`src/hdl/dio_pkg.sv`:
```
// constants and types shared by the isolated digital i/o port
package dio_pkg;

   // ***************************************************************
   // widths
   // ***************************************************************
   localparam int unsigned CHANNELS   = 32;
   localparam int unsigned FILT_SEL_W = 4;
   localparam int unsigned FILT_CNT_W = 16;
   localparam int unsigned WIN_LSB    = 5;

   // ***************************************************************
   // register byte offsets inside the 32-byte window
   // ***************************************************************
   localparam logic [4:0] OFS_IN_DATA  = 5'h00;
   localparam logic [4:0] OFS_OUT_DATA = 5'h04;
   localparam logic [4:0] OFS_INT_EN   = 5'h08;
   localparam logic [4:0] OFS_EDGE_SEL = 5'h0C;
   localparam logic [4:0] OFS_INT_STAT = 5'h10;
   localparam logic [4:0] OFS_FILT_CFG = 5'h14;
   localparam logic [4:0] OFS_RAW_IN   = 5'h18;
   localparam logic [4:0] OFS_INT_PEND = 5'h1C;

   // ***************************************************************
   // field positions
   // ***************************************************************
   localparam int unsigned FILT_SEL_LSB = 0;

   // ***************************************************************
   // reset values
   // ***************************************************************
   localparam logic [31:0] RST_OUT_DATA = 32'h0000_0000;
   localparam logic [31:0] RST_INT_EN   = 32'h0000_0000;
   localparam logic [31:0] RST_EDGE_SEL = 32'h0000_0000;
   localparam logic [31:0] RST_INT_STAT = 32'h0000_0000;
   localparam logic [3:0]  RST_FILT_SEL = 4'h0;
   localparam logic [31:0] RST_LINE_N   = 32'hFFFF_FFFF;
   localparam logic [31:0] RST_LOGIC    = 32'h0000_0000;

   // ***************************************************************
   // register selector
   // ***************************************************************
   typedef enum logic [2:0] {
      DIO_REG_IN_DATA  = 3'b000,
      DIO_REG_OUT_DATA = 3'b001,
      DIO_REG_INT_EN   = 3'b010,
      DIO_REG_EDGE_SEL = 3'b011,
      DIO_REG_INT_STAT = 3'b100,
      DIO_REG_FILT_CFG = 3'b101,
      DIO_REG_RAW_IN   = 3'b110,
      DIO_REG_INT_PEND = 3'b111
   } dio_reg_t;

endpackage

```
`src/hdl/dio_filter.sv`:
```
// per-channel noise and chatter filter for the input lines
`timescale 1ns/1ns
`default_nettype none

module dio_filter (
   // clock and reset
   input  wire logic                                pclk,
   input  wire logic                                presetn,
   // samples and setting
   input  wire logic [dio_pkg::CHANNELS-1:0]        sample,
   input  wire logic [dio_pkg::FILT_SEL_W-1:0]      filt_sel,
   // filtered level
   output logic      [dio_pkg::CHANNELS-1:0]        filtered
);

   typedef struct packed {
      logic [dio_pkg::CHANNELS-1:0][dio_pkg::FILT_CNT_W-1:0] cnt;
      logic [dio_pkg::CHANNELS-1:0]                          level;
   } dio_filt_state_t;

   dio_filt_state_t state;
   dio_filt_state_t next_state;

   // stable time in clocks is two to the power of the setting
   function automatic logic [dio_pkg::FILT_CNT_W-1:0] filt_last(
      input logic [dio_pkg::FILT_SEL_W-1:0] sel);
      logic [dio_pkg::FILT_CNT_W-1:0] lim;
      lim = dio_pkg::FILT_CNT_W'(1) << sel;
      filt_last = lim - dio_pkg::FILT_CNT_W'(1);
   endfunction

   // a change is taken only once it has held for the whole stable time
   always_comb begin
      next_state = state;
      for (int i = 0; i < dio_pkg::CHANNELS; i++) begin
         if (sample[i] == state.level[i]) begin
            next_state.cnt[i] = '0;
         end else if (state.cnt[i] >= filt_last(filt_sel)) begin
            next_state.level[i] = sample[i];
            next_state.cnt[i]   = '0;
         end else begin
            next_state.cnt[i] = state.cnt[i] + dio_pkg::FILT_CNT_W'(1);
         end
      end
   end

   always_ff @(posedge pclk or negedge presetn) begin
      if (!presetn) begin
         state.cnt   <= '0;
         state.level <= dio_pkg::RST_LOGIC;
      end else begin
         state <= next_state;
      end
   end

   assign filtered = state.level;

endmodule

`default_nettype wire

```
`src/hdl/dio_port.sv`:
```
// isolated digital input and open-collector output port with interrupts
//
// Design decisions made here: the placing of the registers and the APB register port.
`timescale 1ns/1ns
`default_nettype none

// Functional notes
// - 32 isolated inputs, each usable as an interrupt source
// - negative logic: data 0 is high line, data 1 is low line
// - 32 writable open-collector outputs, sinking while data bit is 1
// - per-bit interrupt enable; disabled bits never raise the request
// - per-bit trigger edge: logical rising or logical falling
// - all input interrupts merged onto one interrupt line
// - software-configured noise filter on every input
// - host reaches data, interrupt and filter controls over the bus
module dio_port (
   // clock and reset
   input  wire logic                           pclk,
   input  wire logic                           presetn,
   // window placement from configuration
   input  wire logic [31:dio_pkg::WIN_LSB]     window_base,
   // apb slave
   input  wire logic                           psel,
   input  wire logic                           penable,
   input  wire logic                           pwrite,
   input  wire logic [31:0]                    paddr,
   input  wire logic [31:0]                    pwdata,
   input  wire logic [3:0]                     pstrb,
   output logic                                pready,
   output logic      [31:0]                    prdata,
   output logic                                pslverr,
   // field input lines, low means data 1
   input  wire logic [dio_pkg::CHANNELS-1:0]   in_line,
   // open-collector outputs
   output logic      [dio_pkg::CHANNELS-1:0]   out_line,
   output logic      [dio_pkg::CHANNELS-1:0]   out_line_oe,
   // merged interrupt request
   output logic                                irq
);

   // ***************************************************************
   // state
   // ***************************************************************
   typedef struct packed {
      logic [dio_pkg::CHANNELS-1:0]   sync1;
      logic [dio_pkg::CHANNELS-1:0]   sync2;
      logic [dio_pkg::CHANNELS-1:0]   prev;
      logic [dio_pkg::CHANNELS-1:0]   out_data;
      logic [dio_pkg::CHANNELS-1:0]   int_en;
      logic [dio_pkg::CHANNELS-1:0]   edge_sel;
      logic [dio_pkg::CHANNELS-1:0]   int_stat;
      logic [dio_pkg::FILT_SEL_W-1:0] filt_sel;
      logic                           ready;
      logic [31:0]                    rdata;
      logic                           slverr;
      logic                           irq;
   } dio_state_t;

   dio_state_t state;
   dio_state_t next_state;

   logic [dio_pkg::CHANNELS-1:0] filtered;
   logic [dio_pkg::CHANNELS-1:0] raw_logic;
   logic [dio_pkg::CHANNELS-1:0] rise;
   logic [dio_pkg::CHANNELS-1:0] fall;
   logic [dio_pkg::CHANNELS-1:0] event_hit;
   logic [dio_pkg::CHANNELS-1:0] w1c;
   logic [dio_pkg::CHANNELS-1:0] next_pend;
   logic                         in_window;
   logic                         aligned;
   logic                         access;
   logic                         commit;
   logic                         wr_commit;
   dio_pkg::dio_reg_t            sel;

   // ***************************************************************
   // helpers
   // ***************************************************************

   // register selector from the offset inside the window
   function automatic dio_pkg::dio_reg_t reg_decode(input logic [4:0] ofs);
      case (ofs)
         dio_pkg::OFS_IN_DATA:  reg_decode = dio_pkg::DIO_REG_IN_DATA;
         dio_pkg::OFS_OUT_DATA: reg_decode = dio_pkg::DIO_REG_OUT_DATA;
         dio_pkg::OFS_INT_EN:   reg_decode = dio_pkg::DIO_REG_INT_EN;
         dio_pkg::OFS_EDGE_SEL: reg_decode = dio_pkg::DIO_REG_EDGE_SEL;
         dio_pkg::OFS_INT_STAT: reg_decode = dio_pkg::DIO_REG_INT_STAT;
         dio_pkg::OFS_FILT_CFG: reg_decode = dio_pkg::DIO_REG_FILT_CFG;
         dio_pkg::OFS_RAW_IN:   reg_decode = dio_pkg::DIO_REG_RAW_IN;
         dio_pkg::OFS_INT_PEND: reg_decode = dio_pkg::DIO_REG_INT_PEND;
         default:               reg_decode = dio_pkg::DIO_REG_INT_PEND;
      endcase
   endfunction

   // byte-lane merge of a write into an old value
   function automatic logic [31:0] lane_merge(
      input logic [31:0] old_val,
      input logic [31:0] wdata,
      input logic [3:0]  strb);
      logic [31:0] res;
      res = old_val;
      for (int b = 0; b < 4; b++) begin
         if (strb[b]) begin
            res[b*8 +: 8] = wdata[b*8 +: 8];
         end
      end
      lane_merge = res;
   endfunction

   // ***************************************************************
   // input filter
   // ***************************************************************
   dio_filter u_filter (
      .pclk     (pclk),
      .presetn  (presetn),
      .sample   (raw_logic),
      .filt_sel (state.filt_sel),
      .filtered (filtered)
   );

   // ***************************************************************
   // bus decode
   // ***************************************************************
   always_comb begin
      raw_logic = ~state.sync2;
      in_window = (paddr[31:dio_pkg::WIN_LSB] == window_base);
      aligned   = (paddr[1:0] == 2'h0);
      access    = psel && penable;
      commit    = access && state.ready;
      wr_commit = commit && pwrite && in_window && aligned;
      sel       = reg_decode(paddr[4:0]);
   end

   // ***************************************************************
   // edge detection and events
   // ***************************************************************
   always_comb begin
      rise      = filtered & ~state.prev;
      fall      = ~filtered & state.prev;
      // 1 selects logical rising, i.e. line high to low
      event_hit = (state.edge_sel & rise)
                | (~state.edge_sel & fall);
      w1c       = '0;
      if (wr_commit && sel == dio_pkg::DIO_REG_INT_STAT) begin
         w1c = lane_merge('0, pwdata, pstrb);
      end
   end

   // ***************************************************************
   // next state
   // ***************************************************************
   always_comb begin
      next_state = state;

      // two-flop synchroniser on the field lines
      next_state.sync1 = in_line;
      next_state.sync2 = state.sync1;
      next_state.prev  = filtered;

      // a new event wins over a clear in the same cycle
      next_state.int_stat = (state.int_stat & ~w1c) | event_hit;

      // register writes at the completing edge only
      if (wr_commit) begin
         case (sel)
            dio_pkg::DIO_REG_OUT_DATA: begin
               next_state.out_data = lane_merge(state.out_data, pwdata,
                                                pstrb);
            end
            dio_pkg::DIO_REG_INT_EN: begin
               next_state.int_en = lane_merge(state.int_en, pwdata,
                                              pstrb);
            end
            dio_pkg::DIO_REG_EDGE_SEL: begin
               next_state.edge_sel = lane_merge(state.edge_sel, pwdata,
                                                pstrb);
            end
            dio_pkg::DIO_REG_FILT_CFG: begin
               if (pstrb[0]) begin
                  next_state.filt_sel = pwdata[dio_pkg::FILT_SEL_LSB +:
                                               dio_pkg::FILT_SEL_W];
               end
            end
            default: begin
               next_state.filt_sel = state.filt_sel;
            end
         endcase
      end

      // merged level request, gated by the enables
      next_pend      = next_state.int_stat & next_state.int_en;
      next_state.irq = |next_pend;

      // one wait state: ready rises in the second access cycle
      next_state.ready  = 1'b0;
      next_state.slverr = 1'b0;
      next_state.rdata  = '0;
      if (access && !state.ready) begin
         next_state.ready  = 1'b1;
         next_state.slverr = !(in_window && aligned);
         if (!pwrite && in_window && aligned) begin
            case (sel)
               dio_pkg::DIO_REG_IN_DATA:  next_state.rdata = filtered;
               dio_pkg::DIO_REG_OUT_DATA: next_state.rdata = state.out_data;
               dio_pkg::DIO_REG_INT_EN:   next_state.rdata = state.int_en;
               dio_pkg::DIO_REG_EDGE_SEL: next_state.rdata = state.edge_sel;
               dio_pkg::DIO_REG_INT_STAT: next_state.rdata = state.int_stat;
               dio_pkg::DIO_REG_FILT_CFG: begin
                  next_state.rdata[dio_pkg::FILT_SEL_LSB +:
                                   dio_pkg::FILT_SEL_W] = state.filt_sel;
               end
               dio_pkg::DIO_REG_RAW_IN:   next_state.rdata = raw_logic;
               dio_pkg::DIO_REG_INT_PEND: begin
                  next_state.rdata = state.int_stat & state.int_en;
               end
               default:                   next_state.rdata = '0;
            endcase
         end
      end
   end

   // ***************************************************************
   // state register
   // ***************************************************************
   always_ff @(posedge pclk or negedge presetn) begin
      if (!presetn) begin
         state.sync1    <= dio_pkg::RST_LINE_N;
         state.sync2    <= dio_pkg::RST_LINE_N;
         state.prev     <= dio_pkg::RST_LOGIC;
         state.out_data <= dio_pkg::RST_OUT_DATA;
         state.int_en   <= dio_pkg::RST_INT_EN;
         state.edge_sel <= dio_pkg::RST_EDGE_SEL;
         state.int_stat <= dio_pkg::RST_INT_STAT;
         state.filt_sel <= dio_pkg::RST_FILT_SEL;
         state.ready    <= 1'b0;
         state.rdata    <= '0;
         state.slverr   <= 1'b0;
         state.irq      <= 1'b0;
      end else begin
         state <= next_state;
      end
   end

   // ***************************************************************
   // outputs
   // ***************************************************************
   always_comb begin
      pready      = state.ready;
      prdata      = state.rdata;
      pslverr     = state.slverr;
      out_line    = '0;  // the stage only ever pulls low
      out_line_oe = state.out_data;
      irq         = state.irq;
   end

endmodule

`default_nettype wire

```
`config.mk`:
```
export PLATFORM = sky130hd
export DESIGN_NAME = dio_port
export DESIGN_NICKNAME = d
export VERILOG_FILES = /design/src/hdl/dio_pkg.sv /design/src/hdl/dio_filter.sv /design/src/hdl/dio_port.sv
export SDC_FILE = /design/constraint.sdc
export NUM_CORES = 2
export LEC_CHECK = 0
export BUFFER_PORTS_ARGS = -buffer_cell sky130_fd_sc_hd__buf_2
export CORE_MARGIN = 1
export CORE_UTILIZATION = 32
export DETAILED_ROUTE_END_ITERATION = 10
export GPL_ROUTABILITY_DRIVEN = 0
export PLACE_DENSITY = 0.56
export SLEW_MARGIN = 5
export SYNTH_ARGS = -nofsm -noshare
export SYNTH_HDL_FRONTEND = slang
export SYNTH_HIERARCHICAL = 1
export SYNTH_SLANG_ARGS = --single-unit
```
`constraint.sdc`:
```
create_clock -name pclk -period 5.6 [get_ports pclk]
set_input_delay 0.84 -clock pclk [delete_from_list [all_inputs] [get_ports pclk]]
set_output_delay 0.84 -clock pclk [all_outputs]
set_load 0.02 [all_outputs]
```
==> flow_summary.yaml <==
status:
  status: "finished, final reports clean"
route:
  drt_iter0_drc: 2521
  ant_nets: 0
  drc: 0
  num_vias: 36400
  avgViaCountPerCell: 5.09
  drt_wl_total_um: 141000
  drt_pass1_iterations: 6
  wl_per_cell_um: 19.7
floorplan:
  core_um2: 152000
  die_w_um: 395
  die_height_um: 395
  row_count: 143
  start_util_pct: 32.4
  dieArea_um2: 156000
  ios: 231
logic_synthesis:
  synthArstFlopShare_pct: 100
  synth_top_cell_by_area: "dfrtp_1"
  synth.avg_cell_area_um2: 10.1
  yosys_warnings: 6
  synth.cells.most_frequent: "dfrtp_1 (743), nor2_1 (675), ha_1 (481)"
  synthDistinctLibCells: 67
  ys_ff_latch: 807
  ys_seq_area_share_pct: 41.1
  synth_edf_count: 0
  synth_most_common_cell: "dfrtp_1"
  yosysTopAreaCellShare_pct: 37.7
  ys_top_cells_by_area: "dfrtp_1 (38%), ha_1 (12%), xor2_1 (6.2%), nor2_1 (5.1%), xnor2_1 (3.9%)"
  synth_ff_type: "dfrtp_1"
  syn_inst: 4890
  syn-cell-area_um2: 49300
clock_network:
  ctsHtreeMaxLevel: 3
  path_clk_slew_ns: 0.06
  cts_sinks: 807
  ctsResizeCount: 0
  cts_tree: "built"
  cts_made_buffers: 95
  postCtsSetupBuffers: 0
  postCtsHoldBufs: 0
  cts_buffer_depth: 3
  cts-root-buf: "clkbuf_16"
  clk-insertion-delay-late_ns: 0.70
final_layout:
  seqCellArea_um2: 20300
  area_growth_pct: 12.6
  multi_input_area_um2: 27100
  fin_nets: 5647
  final_cells: 7154
  fin_util_pct: 36.4
  drive_gt1_share_pct: 14.2
  n_fill_cell: 15200
  design_area_um2: 55500
timing:
  worst_slack_ns: 0.912
  holdWs_ns: 0.188
  fin_worst_skew_ns: 0.0301
  finalHoldViolations: 0
  setup_viol: 0
  fin_crit_ns: 4.69
  max_freq_mhz: 213
  tns_ns: 0
  fin_crit_sh_pct: 83.7
  slew_violations: 0
  slew-limit-headroom_pct: 30.4
  rsz0062_at_grt: "false"
  tightest_slew_ns: 1.04
setup_path:
  critical_path_class: "reg -> reg"
  end_kind: "flop"
  critPathLaunchType: "flop"
  rrSetupSlack_ns: 0.91
  cp_slowest_cell: "a21oi_4"
  reg2reg_from: "state[35]"
  path_cells: "or4_2 > ha_2 > a21oi_4 > buf_12 > ha_1 > and4_1 > and3_1 > a22o_1 > a211oi_1 > nand4_2 > nor2_1"
  reg2reg_to: "u_filter/state[220]"
  worst-path-max-fanout: 17
  slowest_delay_ns: 0.83
  cp.arrival_ns: 5.30
  reg2reg_depth: 11
  cp_top_family: "simple AND/OR/NAND/NOR gates"
  required_ns: 6.21
  cp_num_buf_inv: 1
run:
  drv_cap: 0
pwr:
  power.total_mw: 14.3
  ir_worst_vdd_mv: 0.247
  p_leak_nw: 24.6
  p_per_area_nw_per_um2: 258
global_routing:
  grt.total_usage_pct: 18.0
  grt_pass1_vias: 35600
  grt-ovfl-total: 0
  grt_max_degree: 132
  antenna_found_initial: 19
  grt_pass1_wl_um: 217000
worst_hold_path:
  worstHoldPathType: "in -> async"
placement:
  hpwl_um: 96400
  place_area_um2: 52100
  post-place-ws_ns: 0.884
  placedCellCount: 6967
  port_buffers: 198
layout by cell type (no fill, tap or decap), types with 139 or more instances in the layout:
cell type  count
dfrtp_1      743
nor2_1       672
ha_1         480
xor2_1       349
nand2_1      290
nand3_1      265
xnor2_1      216
buf_2        197
inv_1        163
mux2_2       147
a21oi_1      139
how the worst max path moves through the flow:
stage / to / from / cells past startpoint
2_1_floorplan: u_filter/filtered[4] / state[37] / 13
5_1_grt: u_filter/state[223] / state[35] / 11
6_report: u_filter/state[220] / state[35] / 11
4_1_cts: u_filter/state[215] / state[35] / 11
3_3_place_gp: u_filter/state[211] / state[35] / 11
3_5_place_dp: u_filter/state[215] / state[35] / 11
where the power goes:
group	total (mW)	switching (mW)	internal, mW
Clock	6.80	2.66	4.14
Sequential	6.32	0.287	6.04
Combinational	1.21	0.781	0.426
sequential cells by signal (all words and copies together) (netlist names):
name and count:
state 164, irq 1, u_filter/state 512, pslverr 1, out_line_oe 32, pready 1, prdata 32, u_filter/filtered 32
next_state 32
kinds of logic (layout without fill, tap and decap cells):
family          after synthesis  count (layout)  share of synthesized area, %
compound gates              671             671                          10.4
xor+xnor                    566             566                          10.0
fa+ha+maj                   499             499                          12.6
buf+inv                     432             595                          4.76
flops                       807             807                          41.1
mux                         164             164                          3.72
other cells                   2              73                        0.0152
simple gates               1749            1749                          17.4
metal layers:
layer	up-vias	GRT usage [%]	part of all wire (%)
li1	17500	-	-
met1	17800	24.0	46
met2	830	28.1	44
met3	232	4.38	6.8
met4	22	6.47	3.3
met5	-	0	0.087
layout make-up:
cell class              instances  share of cell area, %
multi-input cells            3713                   48.8
clock buffers                 126                   4.93
clock inverters                52                   1.27
inverters                     164                   1.11
well taps                    2030                   4.57
diodes                          9                 0.0405
repair buffers                253                   2.77
flip-flops and latches        807                   36.5
Note: power is estimated with default switching activity, not from simulation.
